<file path="config.mk">
export PLATFORM = sky130hd
export DESIGN_NAME = tscc_top
export DESIGN_NICKNAME = d
export VERILOG_FILES = /design/src/hdl/tscc_pkg.sv /design/src/hdl/tscc_sync.sv /design/src/hdl/tscc_channel.sv /design/src/hdl/tscc_top.sv
export SDC_FILE = /design/constraint.sdc
export NUM_CORES = 1
export LEC_CHECK = 0
export BUFFER_PORTS_ARGS = -buffer_cell sky130_fd_sc_hd__buf_2
export CORE_AREA = 2 2 97 137
export DETAILED_ROUTE_END_ITERATION = 10
export DIE_AREA = 0 0 99 139
export PLACE_DENSITY = 0.91
export SLEW_MARGIN = 40
export SYNTH_ARGS = -nofsm -noshare
export SYNTH_HDL_FRONTEND = slang
export SYNTH_SLANG_ARGS = --single-unit
</file>
<file path="constraint.sdc">
create_clock -name clk_sys -period 3.3 [get_ports clk_sys]
set_input_delay 0.66 -clock clk_sys [delete_from_list [all_inputs] [get_ports clk_sys]]
set_output_delay 0.66 -clock clk_sys [all_outputs]
set_load 0.01 [all_outputs]
</file>
<file path="src/hdl/tscc_pkg.sv">
// constants and carrier types for the timer channel status and control block
// assumes an 8-bit register port and a 10 MHz system clock
//
// Behaviour
// - capture mode: flag set when the selected edge appears on the channel pin
// - compare mode: flag set when the timer count equals the channel value
// - flag cleared only by reading it set, then writing zero to it; here a disabled odd channel also has its flag cleared
// - an event between that read and the zero write keeps the flag set
// - reset clears every flag; writing one to a flag changes nothing
// - even channels: flag, enable, buffered, mode, edge pair, overflow toggle, full duty
// - channel interrupt request is the flag gated by its enable; reset clears enable
// - capture edge field: 01 rising, 10 falling, 11 either edge
// - buffered even channel disables next odd channel, its pin goes to port control
package tscc_pkg;

   // ************************************************************
   // sizes and register map
   // ************************************************************
   localparam int          TSCC_CHANNELS       = 6;
   localparam logic [7:0]  TSCC_CHAN_ADDR [0:5] = '{8'h26, 8'h29, 8'h2C, 8'h2F, 8'h32, 8'h35};
   localparam logic [7:0]  TSCC_IRQ_STAT_ADDR  = 8'h38;
   localparam logic [7:0]  TSCC_IRQ_MASK_ADDR  = 8'h39;
   localparam logic [7:0]  TSCC_CTL_RESET      = 8'h00;
   localparam logic [5:0]  TSCC_IRQ_RESET      = 6'h00;
   localparam logic [7:0]  TSCC_RD_IDLE        = 8'h00;

   // ************************************************************
   // field positions of a channel register
   // ************************************************************
   localparam int TSCC_BIT_FLAG = 7;
   localparam int TSCC_BIT_IE   = 6;
   localparam int TSCC_BIT_BUF  = 5;

   // edge/level field codes
   localparam logic [1:0] TSCC_ELS_OFF  = 2'h0;
   localparam logic [1:0] TSCC_ELS_RISE = 2'h1;
   localparam logic [1:0] TSCC_ELS_FALL = 2'h2;
   localparam logic [1:0] TSCC_ELS_BOTH = 2'h3;

   // ************************************************************
   // carriers
   // ************************************************************
   // bit order matches the register layout, msb first
   typedef struct packed {
      logic       channel_event_flag;
      logic       channel_irq_enable;
      logic       buffered_mode_select;
      logic       unbuffered_mode_select;
      logic [1:0] edge_level_select;
      logic       overflow_toggle;
      logic       full_duty_force;
   } tscc_ctl_t;

   typedef struct packed {
      logic [7:0] addr;
      logic [7:0] wdata;
      logic       wr;
      logic       rd;
   } tscc_bus_req_t;

endpackage : tscc_pkg

</file>
<file path="src/hdl/tscc_sync.sv">
// two-flop synchroniser for a group of pin levels
// assumes the inputs are asynchronous to clk_sys
`timescale 1ns/100ps
module tscc_sync
   import tscc_pkg::*;
#(
   parameter int W = 6
) (
   input  wire logic         clk_sys,
   input  wire logic         nrst,
   input  wire logic [W-1:0] async_in,
   output      logic [W-1:0] sync_out
);

   typedef struct packed {
      logic [W-1:0] meta;
      logic [W-1:0] stable;
   } tscc_sync_state_t;

   tscc_sync_state_t st;
   tscc_sync_state_t next_st;

   // first stage feeds only the second stage
   always_comb begin
      next_st.meta   = async_in;
      next_st.stable = st.meta;
   end

   always_ff @(posedge clk_sys or negedge nrst) begin
      if (!nrst) begin
         st <= '0;
      end else begin
         st <= next_st;
      end
   end

   assign sync_out = st.stable;

endmodule : tscc_sync

</file>
<file path="src/hdl/tscc_channel.sv">
// one timer channel: status/control register, event detection, pin drive
// assumes a synchronised pin level and a timer count on clk_sys
`timescale 1ns/100ps
module tscc_channel
   import tscc_pkg::*;
#(
   parameter bit HAS_BUFFER = 1'b1
) (
   input  wire logic        clk_sys,
   input  wire logic        nrst,
   input  wire logic        pin_level,
   input  wire logic [15:0] timer_count,
   input  wire logic [15:0] chan_value,
   input  wire logic        timer_overflow,
   input  wire logic        disabled,
   input  wire logic        wr_stb,
   input  wire logic        rd_stb,
   input  wire logic [7:0]  wdata,
   output      tscc_ctl_t   ctl,
   output      logic        event_pulse,
   output      logic        pin_out,
   output      logic        pin_oe
);

   typedef struct packed {
      tscc_ctl_t ctl;
      logic      armed;
      logic      pin_prev;
      logic      pin_out;
      logic      pin_oe;
   } tscc_chan_state_t;

   tscc_chan_state_t st;
   tscc_chan_state_t next_st;
   tscc_ctl_t        wctl;
   logic             cfg_capture;
   logic             cfg_compare;
   logic             edge_hit;
   logic             match;

   // ************************************************************
   // event detection
   // ************************************************************
   always_comb begin
      cfg_capture = !st.ctl.buffered_mode_select && !st.ctl.unbuffered_mode_select
                    && (st.ctl.edge_level_select != TSCC_ELS_OFF);
      cfg_compare = (st.ctl.buffered_mode_select || st.ctl.unbuffered_mode_select)
                    && (st.ctl.edge_level_select != TSCC_ELS_OFF);
      edge_hit = cfg_capture &&
                 ((st.ctl.edge_level_select[0] && pin_level && !st.pin_prev) ||
                  (st.ctl.edge_level_select[1] && !pin_level && st.pin_prev));
      match       = cfg_compare && (timer_count == chan_value);
      event_pulse = !disabled && (edge_hit || match);
   end

   // ************************************************************
   // register, clearing sequence and pin drive
   // ************************************************************
   always_comb begin
      next_st          = st;
      wctl             = tscc_ctl_t'(wdata);
      next_st.pin_prev = pin_level;
      // writes load all control bits at once; flag only by the armed zero write
      if (wr_stb && !disabled) begin
         next_st.ctl.channel_irq_enable     = wctl.channel_irq_enable;
         next_st.ctl.buffered_mode_select   = HAS_BUFFER & wctl.buffered_mode_select;
         next_st.ctl.unbuffered_mode_select = wctl.unbuffered_mode_select;
         next_st.ctl.edge_level_select      = wctl.edge_level_select;
         next_st.ctl.overflow_toggle        = wctl.overflow_toggle;
         next_st.ctl.full_duty_force        = wctl.full_duty_force;
         if (!wctl.channel_event_flag && st.armed) begin
            next_st.ctl.channel_event_flag = 1'b0;
         end
         next_st.armed = 1'b0;
      end
      // a read that sees the flag set arms the clear
      if (rd_stb && !disabled) begin
         next_st.armed = st.ctl.channel_event_flag;
      end
      // a fresh event wins over the clear and disarms it
      if (event_pulse) begin
         next_st.ctl.channel_event_flag = 1'b1;
         next_st.armed                  = 1'b0;
      end
      // pin action; overflow toggle takes precedence over a compare
      if (st.ctl.edge_level_select == TSCC_ELS_OFF) begin
         next_st.pin_out = !st.ctl.unbuffered_mode_select;
      end else if (cfg_compare) begin
         if (timer_overflow && st.ctl.overflow_toggle) begin
            next_st.pin_out = !st.pin_out;
         end else if (match) begin
            unique case (st.ctl.edge_level_select)
               TSCC_ELS_RISE: next_st.pin_out = !st.pin_out;
               TSCC_ELS_FALL: next_st.pin_out = 1'b0;
               TSCC_ELS_BOTH: next_st.pin_out = 1'b1;
               default:       next_st.pin_out = st.pin_out;
            endcase
         end
         if (st.ctl.overflow_toggle && st.ctl.full_duty_force) begin
            next_st.pin_out = 1'b1;
         end
      end
      next_st.pin_oe = cfg_compare && !disabled;
      // a disabled odd channel sits at its reset value
      if (disabled) begin
         next_st.ctl   = tscc_ctl_t'(TSCC_CTL_RESET);
         next_st.armed = 1'b0;
      end
   end

   always_ff @(posedge clk_sys or negedge nrst) begin
      if (!nrst) begin
         st <= '0;
      end else begin
         st <= next_st;
      end
   end

   assign ctl     = st.ctl;
   assign pin_out = st.pin_out;
   assign pin_oe  = st.pin_oe;

endmodule : tscc_channel

</file>
<file path="src/hdl/tscc_top.sv">
// six-channel timer status and control block with register port and interrupt
// assumes timer count, overflow and channel values come from logic on clk_sys
// assumes channel pins are asynchronous and are synchronised here
`timescale 1ns/100ps
module tscc_top
   import tscc_pkg::*;
(
   input  wire logic                       clk_sys,
   input  wire logic                       nrst,
   input  wire tscc_bus_req_t              bus_req,
   output      logic [7:0]                 rd_data,
   input  wire logic [15:0]                timer_count,
   input  wire logic                       timer_overflow,
   input  wire logic [TSCC_CHANNELS-1:0][15:0] chan_value,
   input  wire logic [TSCC_CHANNELS-1:0]   chan_pin_in,
   output      logic [TSCC_CHANNELS-1:0]   chan_pin_out,
   output      logic [TSCC_CHANNELS-1:0]   chan_pin_oe,
   output      logic [TSCC_CHANNELS-1:0]   chan_port_ctl,
   output      logic [TSCC_CHANNELS-1:0]   chan_irq_req,
   output      logic                       irq
);

   // ************************************************************
   // state
   // ************************************************************
   typedef struct packed {
      logic [7:0]               rd_data;
      logic [TSCC_CHANNELS-1:0] irq_status;
      logic [TSCC_CHANNELS-1:0] irq_mask;
      logic                     irq;
      logic [TSCC_CHANNELS-1:0] chan_irq_req;
      logic [TSCC_CHANNELS-1:0] port_ctl;
   } tscc_top_state_t;

   tscc_top_state_t          st;
   tscc_top_state_t          next_st;

   logic [TSCC_CHANNELS-1:0] pin_sync;
   logic [TSCC_CHANNELS-1:0] chan_wr;
   logic [TSCC_CHANNELS-1:0] chan_rd;
   logic [TSCC_CHANNELS-1:0] chan_off;
   logic [TSCC_CHANNELS-1:0] chan_event;
   tscc_ctl_t                chan_ctl [TSCC_CHANNELS];
   logic                     stat_wr;
   logic                     mask_wr;
   logic                     stat_rd;
   logic                     mask_rd;

   // ************************************************************
   // pin synchroniser
   // ************************************************************
   // capture edges are judged only on the second stage
   tscc_sync #(
      .W (TSCC_CHANNELS)
   ) u_pin_sync (
      .clk_sys  (clk_sys),
      .nrst     (nrst),
      .async_in (chan_pin_in),
      .sync_out (pin_sync)
   );

   // ************************************************************
   // address decode
   // ************************************************************
   // interrupt registers sit just above the channel block
   assign stat_wr = bus_req.wr && (bus_req.addr == TSCC_IRQ_STAT_ADDR);
   assign mask_wr = bus_req.wr && (bus_req.addr == TSCC_IRQ_MASK_ADDR);
   assign stat_rd = bus_req.rd && (bus_req.addr == TSCC_IRQ_STAT_ADDR);
   assign mask_rd = bus_req.rd && (bus_req.addr == TSCC_IRQ_MASK_ADDR);

   // ************************************************************
   // channels
   // ************************************************************
   genvar gi;
   generate
      for (gi = 0; gi < TSCC_CHANNELS; gi++) begin : g_chan
         // per-channel strobes
         assign chan_wr[gi] = bus_req.wr && (bus_req.addr == TSCC_CHAN_ADDR[gi]);
         assign chan_rd[gi] = bus_req.rd && (bus_req.addr == TSCC_CHAN_ADDR[gi]);

         // odd channel shut off while its even partner is buffered
         if ((gi % 2) == 1) begin : g_odd
            assign chan_off[gi] = chan_ctl[gi-1].buffered_mode_select;
         end else begin : g_even
            assign chan_off[gi] = 1'b0;
         end

         tscc_channel #(
            .HAS_BUFFER ((gi % 2) == 0)
         ) u_chan (
            .clk_sys        (clk_sys),
            .nrst           (nrst),
            .pin_level      (pin_sync[gi]),
            .timer_count    (timer_count),
            .chan_value     (chan_value[gi]),
            .timer_overflow (timer_overflow),
            .disabled       (chan_off[gi]),
            .wr_stb         (chan_wr[gi]),
            .rd_stb         (chan_rd[gi]),
            .wdata          (bus_req.wdata),
            .ctl            (chan_ctl[gi]),
            .event_pulse    (chan_event[gi]),
            .pin_out        (chan_pin_out[gi]),
            .pin_oe         (chan_pin_oe[gi])
         );
      end
   endgenerate

   // ************************************************************
   // read data, interrupt status and requests
   // ************************************************************
   always_comb begin
      next_st = st;
      // read data stand only in the cycle after the read strobe
      next_st.rd_data = TSCC_RD_IDLE;
      for (int i = 0; i < TSCC_CHANNELS; i++) begin
         if (chan_rd[i] && !chan_off[i]) begin
            next_st.rd_data = chan_ctl[i];
         end
      end
      if (stat_rd) begin
         next_st.rd_data = {2'b00, st.irq_status};
      end
      if (mask_rd) begin
         next_st.rd_data = {2'b00, st.irq_mask};
      end
      // sticky status: write one clears, a same-cycle event wins
      next_st.irq_status = st.irq_status;
      if (stat_wr) begin
         next_st.irq_status = st.irq_status & ~bus_req.wdata[TSCC_CHANNELS-1:0];
      end
      next_st.irq_status = next_st.irq_status | chan_event;
      if (mask_wr) begin
         next_st.irq_mask = bus_req.wdata[TSCC_CHANNELS-1:0];
      end
      next_st.irq = |(next_st.irq_status & next_st.irq_mask);
      // per-channel request follows flag and enable
      for (int i = 0; i < TSCC_CHANNELS; i++) begin
         next_st.chan_irq_req[i] = chan_ctl[i].channel_event_flag
                                   && chan_ctl[i].channel_irq_enable;
         next_st.port_ctl[i]     = chan_off[i]
                                   || (chan_ctl[i].edge_level_select == TSCC_ELS_OFF);
      end
   end

   always_ff @(posedge clk_sys or negedge nrst) begin
      if (!nrst) begin
         st              <= '0;
         st.irq_status   <= TSCC_IRQ_RESET;
         st.irq_mask     <= TSCC_IRQ_RESET;
         st.port_ctl     <= '1;
      end else begin
         st <= next_st;
      end
   end

   // ************************************************************
   // outputs
   // ************************************************************
   assign rd_data       = st.rd_data;
   assign irq           = st.irq;
   assign chan_irq_req  = st.chan_irq_req;
   assign chan_port_ctl = st.port_ctl;

endmodule : tscc_top

</file>
[Word level (Yosys, flattened, before mapping)]
Cells that the tools add are included.
Cells by class
  $add $sub $neg: 0
  multipliers: 0
  divide/modulo/power cells: 0
  order comparisons: 0
  equality and inequality tests: 32
  shifts and indexed selects: 0
  mux-type cells: 79
  bitwise gates (word level): 4
  reductions and logical operators: 222
Operators by type and width (number)
  $logic_and 1x1->1: 106
  $eq 16x16->1: 6
  $mux 9: 9
  $eq 8x6->1 const B: 8
  $mux 8: 8
  $mux 1: 54
  $reduce_bool 2->1: 21
  $reduce_bool 4->1: 9
  $reduce_bool 6->1: 6
  $logic_not 1->1: 31
  $reduce_bool 3->1: 9
  $eq 2x2->1 const B: 12
  $logic_or 1x1->1: 21
  $pmux 1 s3: 6
  $reduce_and 3->1: 6
  $and 6x6->6: 2
  $eq 2x1->1 const B: 6
  $logic_not 2->1: 6
  $mux 6: 2
  $reduce_and 2->1: 6
  $not 6->6: 1
  $or 6x6->6: 1
  $reduce_or 6->1: 1
Storage, ports and cells
  flip-flop bits (word level): 117
  latch bits: 0
  memory bits (writable): 0
  memory bits (read-only): 0
  input bits: 139
  output and inout bits: 33
  word-level logic and storage cells: 411
  memories kept: 0

[Logic depth before layout (Yosys ltp)]
  depth in word-level cells: 10
  gate-level depth with buffers: 9
  depth with buffers taken out: 7

[Cells and area by module]
A second synthesis with hierarchy kept.
Unflattened totals
  cell total of the unflattened synthesis: 757
  area total of the unflattened synthesis: 7420.9 um^2
Modules (own cells, without submodules)
  tscc_channel (g_chan[1].u_chan ...): instances 3, cells an instance 88, area an instance 793.3 um^2, sequential area each 275.3 um^2
  tscc_top: instances 1, cells an instance 223, area an instance 2159.6 um^2, sequential area each 833.3 um^2
  tscc_channel (g_chan[2].u_chan ...): instances 2, cells an instance 86, area an instance 859.6 um^2, sequential area each 300.3 um^2
  tscc_channel (g_chan[0].u_chan): instances 1, cells an instance 86, area an instance 862.1 um^2, sequential area each 300.3 um^2
  tscc_sync: instances 1, cells an instance 12, area an instance 300.3 um^2, sequential area each 300.3 um^2

[Worst setup path before layout]
Ideal clock, no wire load.
  path type: input to register
  start point: input port bus_req[16] (netlist bit)
  end point: register st (netlist bit irq)
  setup time: 0.134 ns
  arrival: 2.047 ns
  required time: 3.166 ns
  setup slack: 1.120 ns
  cell stages on the path: 8
  path buffers: 1
  cells stage by stage: nand4bb_4 -> nor2_4 -> and3_4 -> buf_6 -> mux2_4 -> and2_4 -> a221oi_2 -> nand4_1
RTL lines
  start, declared: RTL line tscc_top.sv:10  | input wire tscc_bus_req_t bus_req,
  end signal, assigned: RTL line tscc_top.sv:153  | st <= next_st;
  end, declared: RTL line tscc_top.sv:35  | tscc_top_state_t st;

==> flow_metrics.py <==
metrics = {
    "yosys": {
        "synth_ff_type": "dfrtp_1",
        "avgSynthCellArea_sq_um": 9.86,
        "syn_inst": 686,
        "synth_cell_types": 70,
        "synth_top_area_share_pct": 40.0,
        "ys_seq_elements": 114,
        "synthTopCellsByCount": "108 x dfrtp_1, 74 x xnor2_1, 56 x nand2_1",
        "synth.cell_area_sq_um": 6760,
        "syn-num-nets": 825,
        "ys_seq_area_share_pct": 42.3,
        "yosysMostFrequentCell": "dfrtp_1",
        "async_reset_ff_share_pct": 100,
        "synth_area_leader_cell": "dfrtp_1",
        "synthTopCellsByArea": "dfrtp_1 40%, xnor2_1 9.6%, mux2_2 4.5%",
        "synth-edff-count": 0,
        "ys_warn_count": 0,
    },
    "timing": {
        "skew_ns": 0.00930,
        "setup_viol": 0,
        "grt_setup_unrepaired": "no",
        "fmax_mhz": 476,
        "holdWs_ns": 0.207,
        "finalHoldViolations": 0,
        "slew_headroom_pct": 60.2,
        "worstMarginPinSlew_ns": 0.591,
        "slew_viol_final": 0,
        "fin_crit_ns": 2.10,
        "fin_setup_tns_ns": 0,
        "period_share_pct": 63.6,
    },
    "critical_path": {
        "worstPathArrival_ns": 2.43,
        "endpoint_kind": "flop",
        "crit_path_start_kind": "input port",
        "path_max_fanout": 6,
        "required_ns": 3.63,
        "critical_path_class": "input port to flop",
    },
    "pwr": {
        "max-vdd-ir-drop_mv": 0.305,
        "p_leak_nw": 3.66,
        "power.total_mw": 3.98,
        "p_per_area_nw_per_um2": 493,
    },
    "clocking": {
        "root_buffer": "clkbuf_16",
        "path_clk_slew_ns": 0.05,
        "cts_setup_buffers": 0,
        "clock_sinks": 114,
        "clk_latency_ns": 0.42,
        "cts_tree": "yes",
        "cts.hold.buffers_added": 0,
        "cts_inserted_buffers": 17,
        "cts_repair_resize_count": 0,
        "ctsLongestPathBuffers": 2,
        "h-tree-depth": 4,
    },
    "floorplanning": {
        "die_h_um": 139,
        "initial_utilization_pct": 53.8,
        "dieArea_sq_um": 13800,
        "core_region_area_sq_um": 12600,
        "ios": 172,
        "die_w_um": 99,
        "num_rows": 49,
    },
    "drt": {
        "drt-met1-wl_um": 7050,
        "dr_total_vias": 5880,
        "wire_per_inst_um": 21.1,
        "drc_errors": 0,
        "via_per_inst": 6.02,
        "routed_wl_um": 20600,
        "drtAntennaViolNets": 0,
        "drtPass1Iterations": 6,
        "drt_iter0_markers": 663,
        "dr.max_layer_used": "met4",
        "wl_met2_um": 10600,
        "dr_wl_met3_um": 1750,
    },
    "place": {
        "portBuffers": 171,
        "gp_congestion": 0.990,
        "hpwl_um": 16100,
    },
    "final_layout": {
        "nets": 948,
        "drive_gt1_share_pct": 32.8,
        "syn_to_final_growth_pct": 19.2,
    },
    "min_path": {
        "hold_path_class": "input port to async pin",
    },
    "grt": {
        "grt_pass1_wl_um": 31600,
        "grt_overflow_total": 0,
        "grt_pass1_vias": 6065,
        "antenna_found_initial": 0,
        "grt.total_usage_pct": 30.0,
        "grt_start_max_net_pins": 53,
    },
    "status": {
        "status": "complete, no violations",
    },
    "job": {
        "max_cap_viol_count": 0,
    },
}
worst paths after layout:
check / from / to / slack (ns) / cells after the start
max: bus_req[14] / rd_data[4] / 1.20 / 7
min: nrst / u_pin_sync.next_st[3] / 0.21 / 1
max reg2reg: g_chan[4].u_chan.ctl[5] / g_chan[4].u_chan.pin_out / 1.24 / 7
min reg2reg: u_pin_sync.next_st[4] / u_pin_sync.sync_out[4] / 0.35 / 0
max in group asynchronous: nrst / chan_port_ctl[0] / 2.31 / 2
min in group clk_sys: chan_pin_in[4] / u_pin_sync.next_st[4] / 0.34 / 1
critical path, stage by stage:
cell      delay (ns)
buf_2           0.14
or4b_1          0.75
nor2_2          0.34
a222oi_1        0.14
nand3_1         0.12
o21ai_1         0.09
a211oi_2        0.19
registers in the layout (all words and copies together) (netlist names):
| name | cells |
|---|---|
| g_chan.u_chan.ctl | 45 |
| g_chan.u_chan.st | 12 |
| st | 12 |
| rd_data | 8 |
| chan_irq_req | 6 |
| chan_port_ctl | 6 |
| g_chan.u_chan.pin_oe | 6 |
| g_chan.u_chan.pin_out | 6 |
| u_pin_sync.next_st | 6 |
| u_pin_sync.sync_out | 6 |
| irq | 1 |
area by class of cell:
cell class / instances / area (sq um)
Clock buffer: 24 / 502
Inverter: 7 / 26.3
Fill cell: 1015 / 4510
Multi-Input combinational cell: 494 / 3450
Tap cell: 153 / 191
Antenna cell: 1 / 2.50
Clock inverter: 8 / 124
Sequential cell: 114 / 2860
Timing Repair Buffer: 175 / 901
cell families after synthesis:
| family | synth area share [%] |
|---|---|
| mux | 7.68 |
| compound gates | 11.3 |
| simple gates | 19.7 |
| flops | 42.3 |
| buf+inv | 6.66 |
| xor+xnor | 12.4 |
layer usage:
layer | track usage (%) | vias up
met5 | 0 | -
met4 | 17.2 | 0
met3 | 5.49 | 75
met2 | 53.2 | 386
met1 | 33.2 | 2794
li1 | - | 2625
stage by stage:
| stage | util, % | setup WS (ns) | cell area [sq um] | instances |
|---|---|---|---|---|
| detailed placement | 59.1 | 0.834 | 7430 | 943 |
| global route | 64.1 | 1.04 | 8060 | 975 |
| CTS | 64.1 | 1.23 | 8060 | 975 |
| global placement | 59.1 | 0.828 | 7430 | 943 |
| finish | 64.1 | 1.20 | 8060 | 976 |
| floorplan | - | 1.12 | 6760 | 686 |
where the power goes:
| group | switching, mW | leakage (nW) | internal [mW] |
|---|---|---|---|
| clock | 0.639 | 0.302 | 1.28 |
| sequential | 0.0779 | 1.45 | 1.48 |
| combinational | 0.277 | 1.91 | 0.220 |
| total | 0.994 | 3.66 | 2.98 |
placed cells by master (no fill, tap or decap), drive strengths merged, types with 20 or more instances in the layout:
cell type	synthesis	layout
buf	59	175
dfrtp	108	108
xnor2	74	74
nand2	57	57
nor2	41	41
o21ai	35	35
a21oi	31	31
mux2	28	28
nand3	27	27
clkbuf	12	24
xor2	22	22
nand4	22	22
mux2i	20	20
Note: power is estimated with default switching activity, not from simulation.
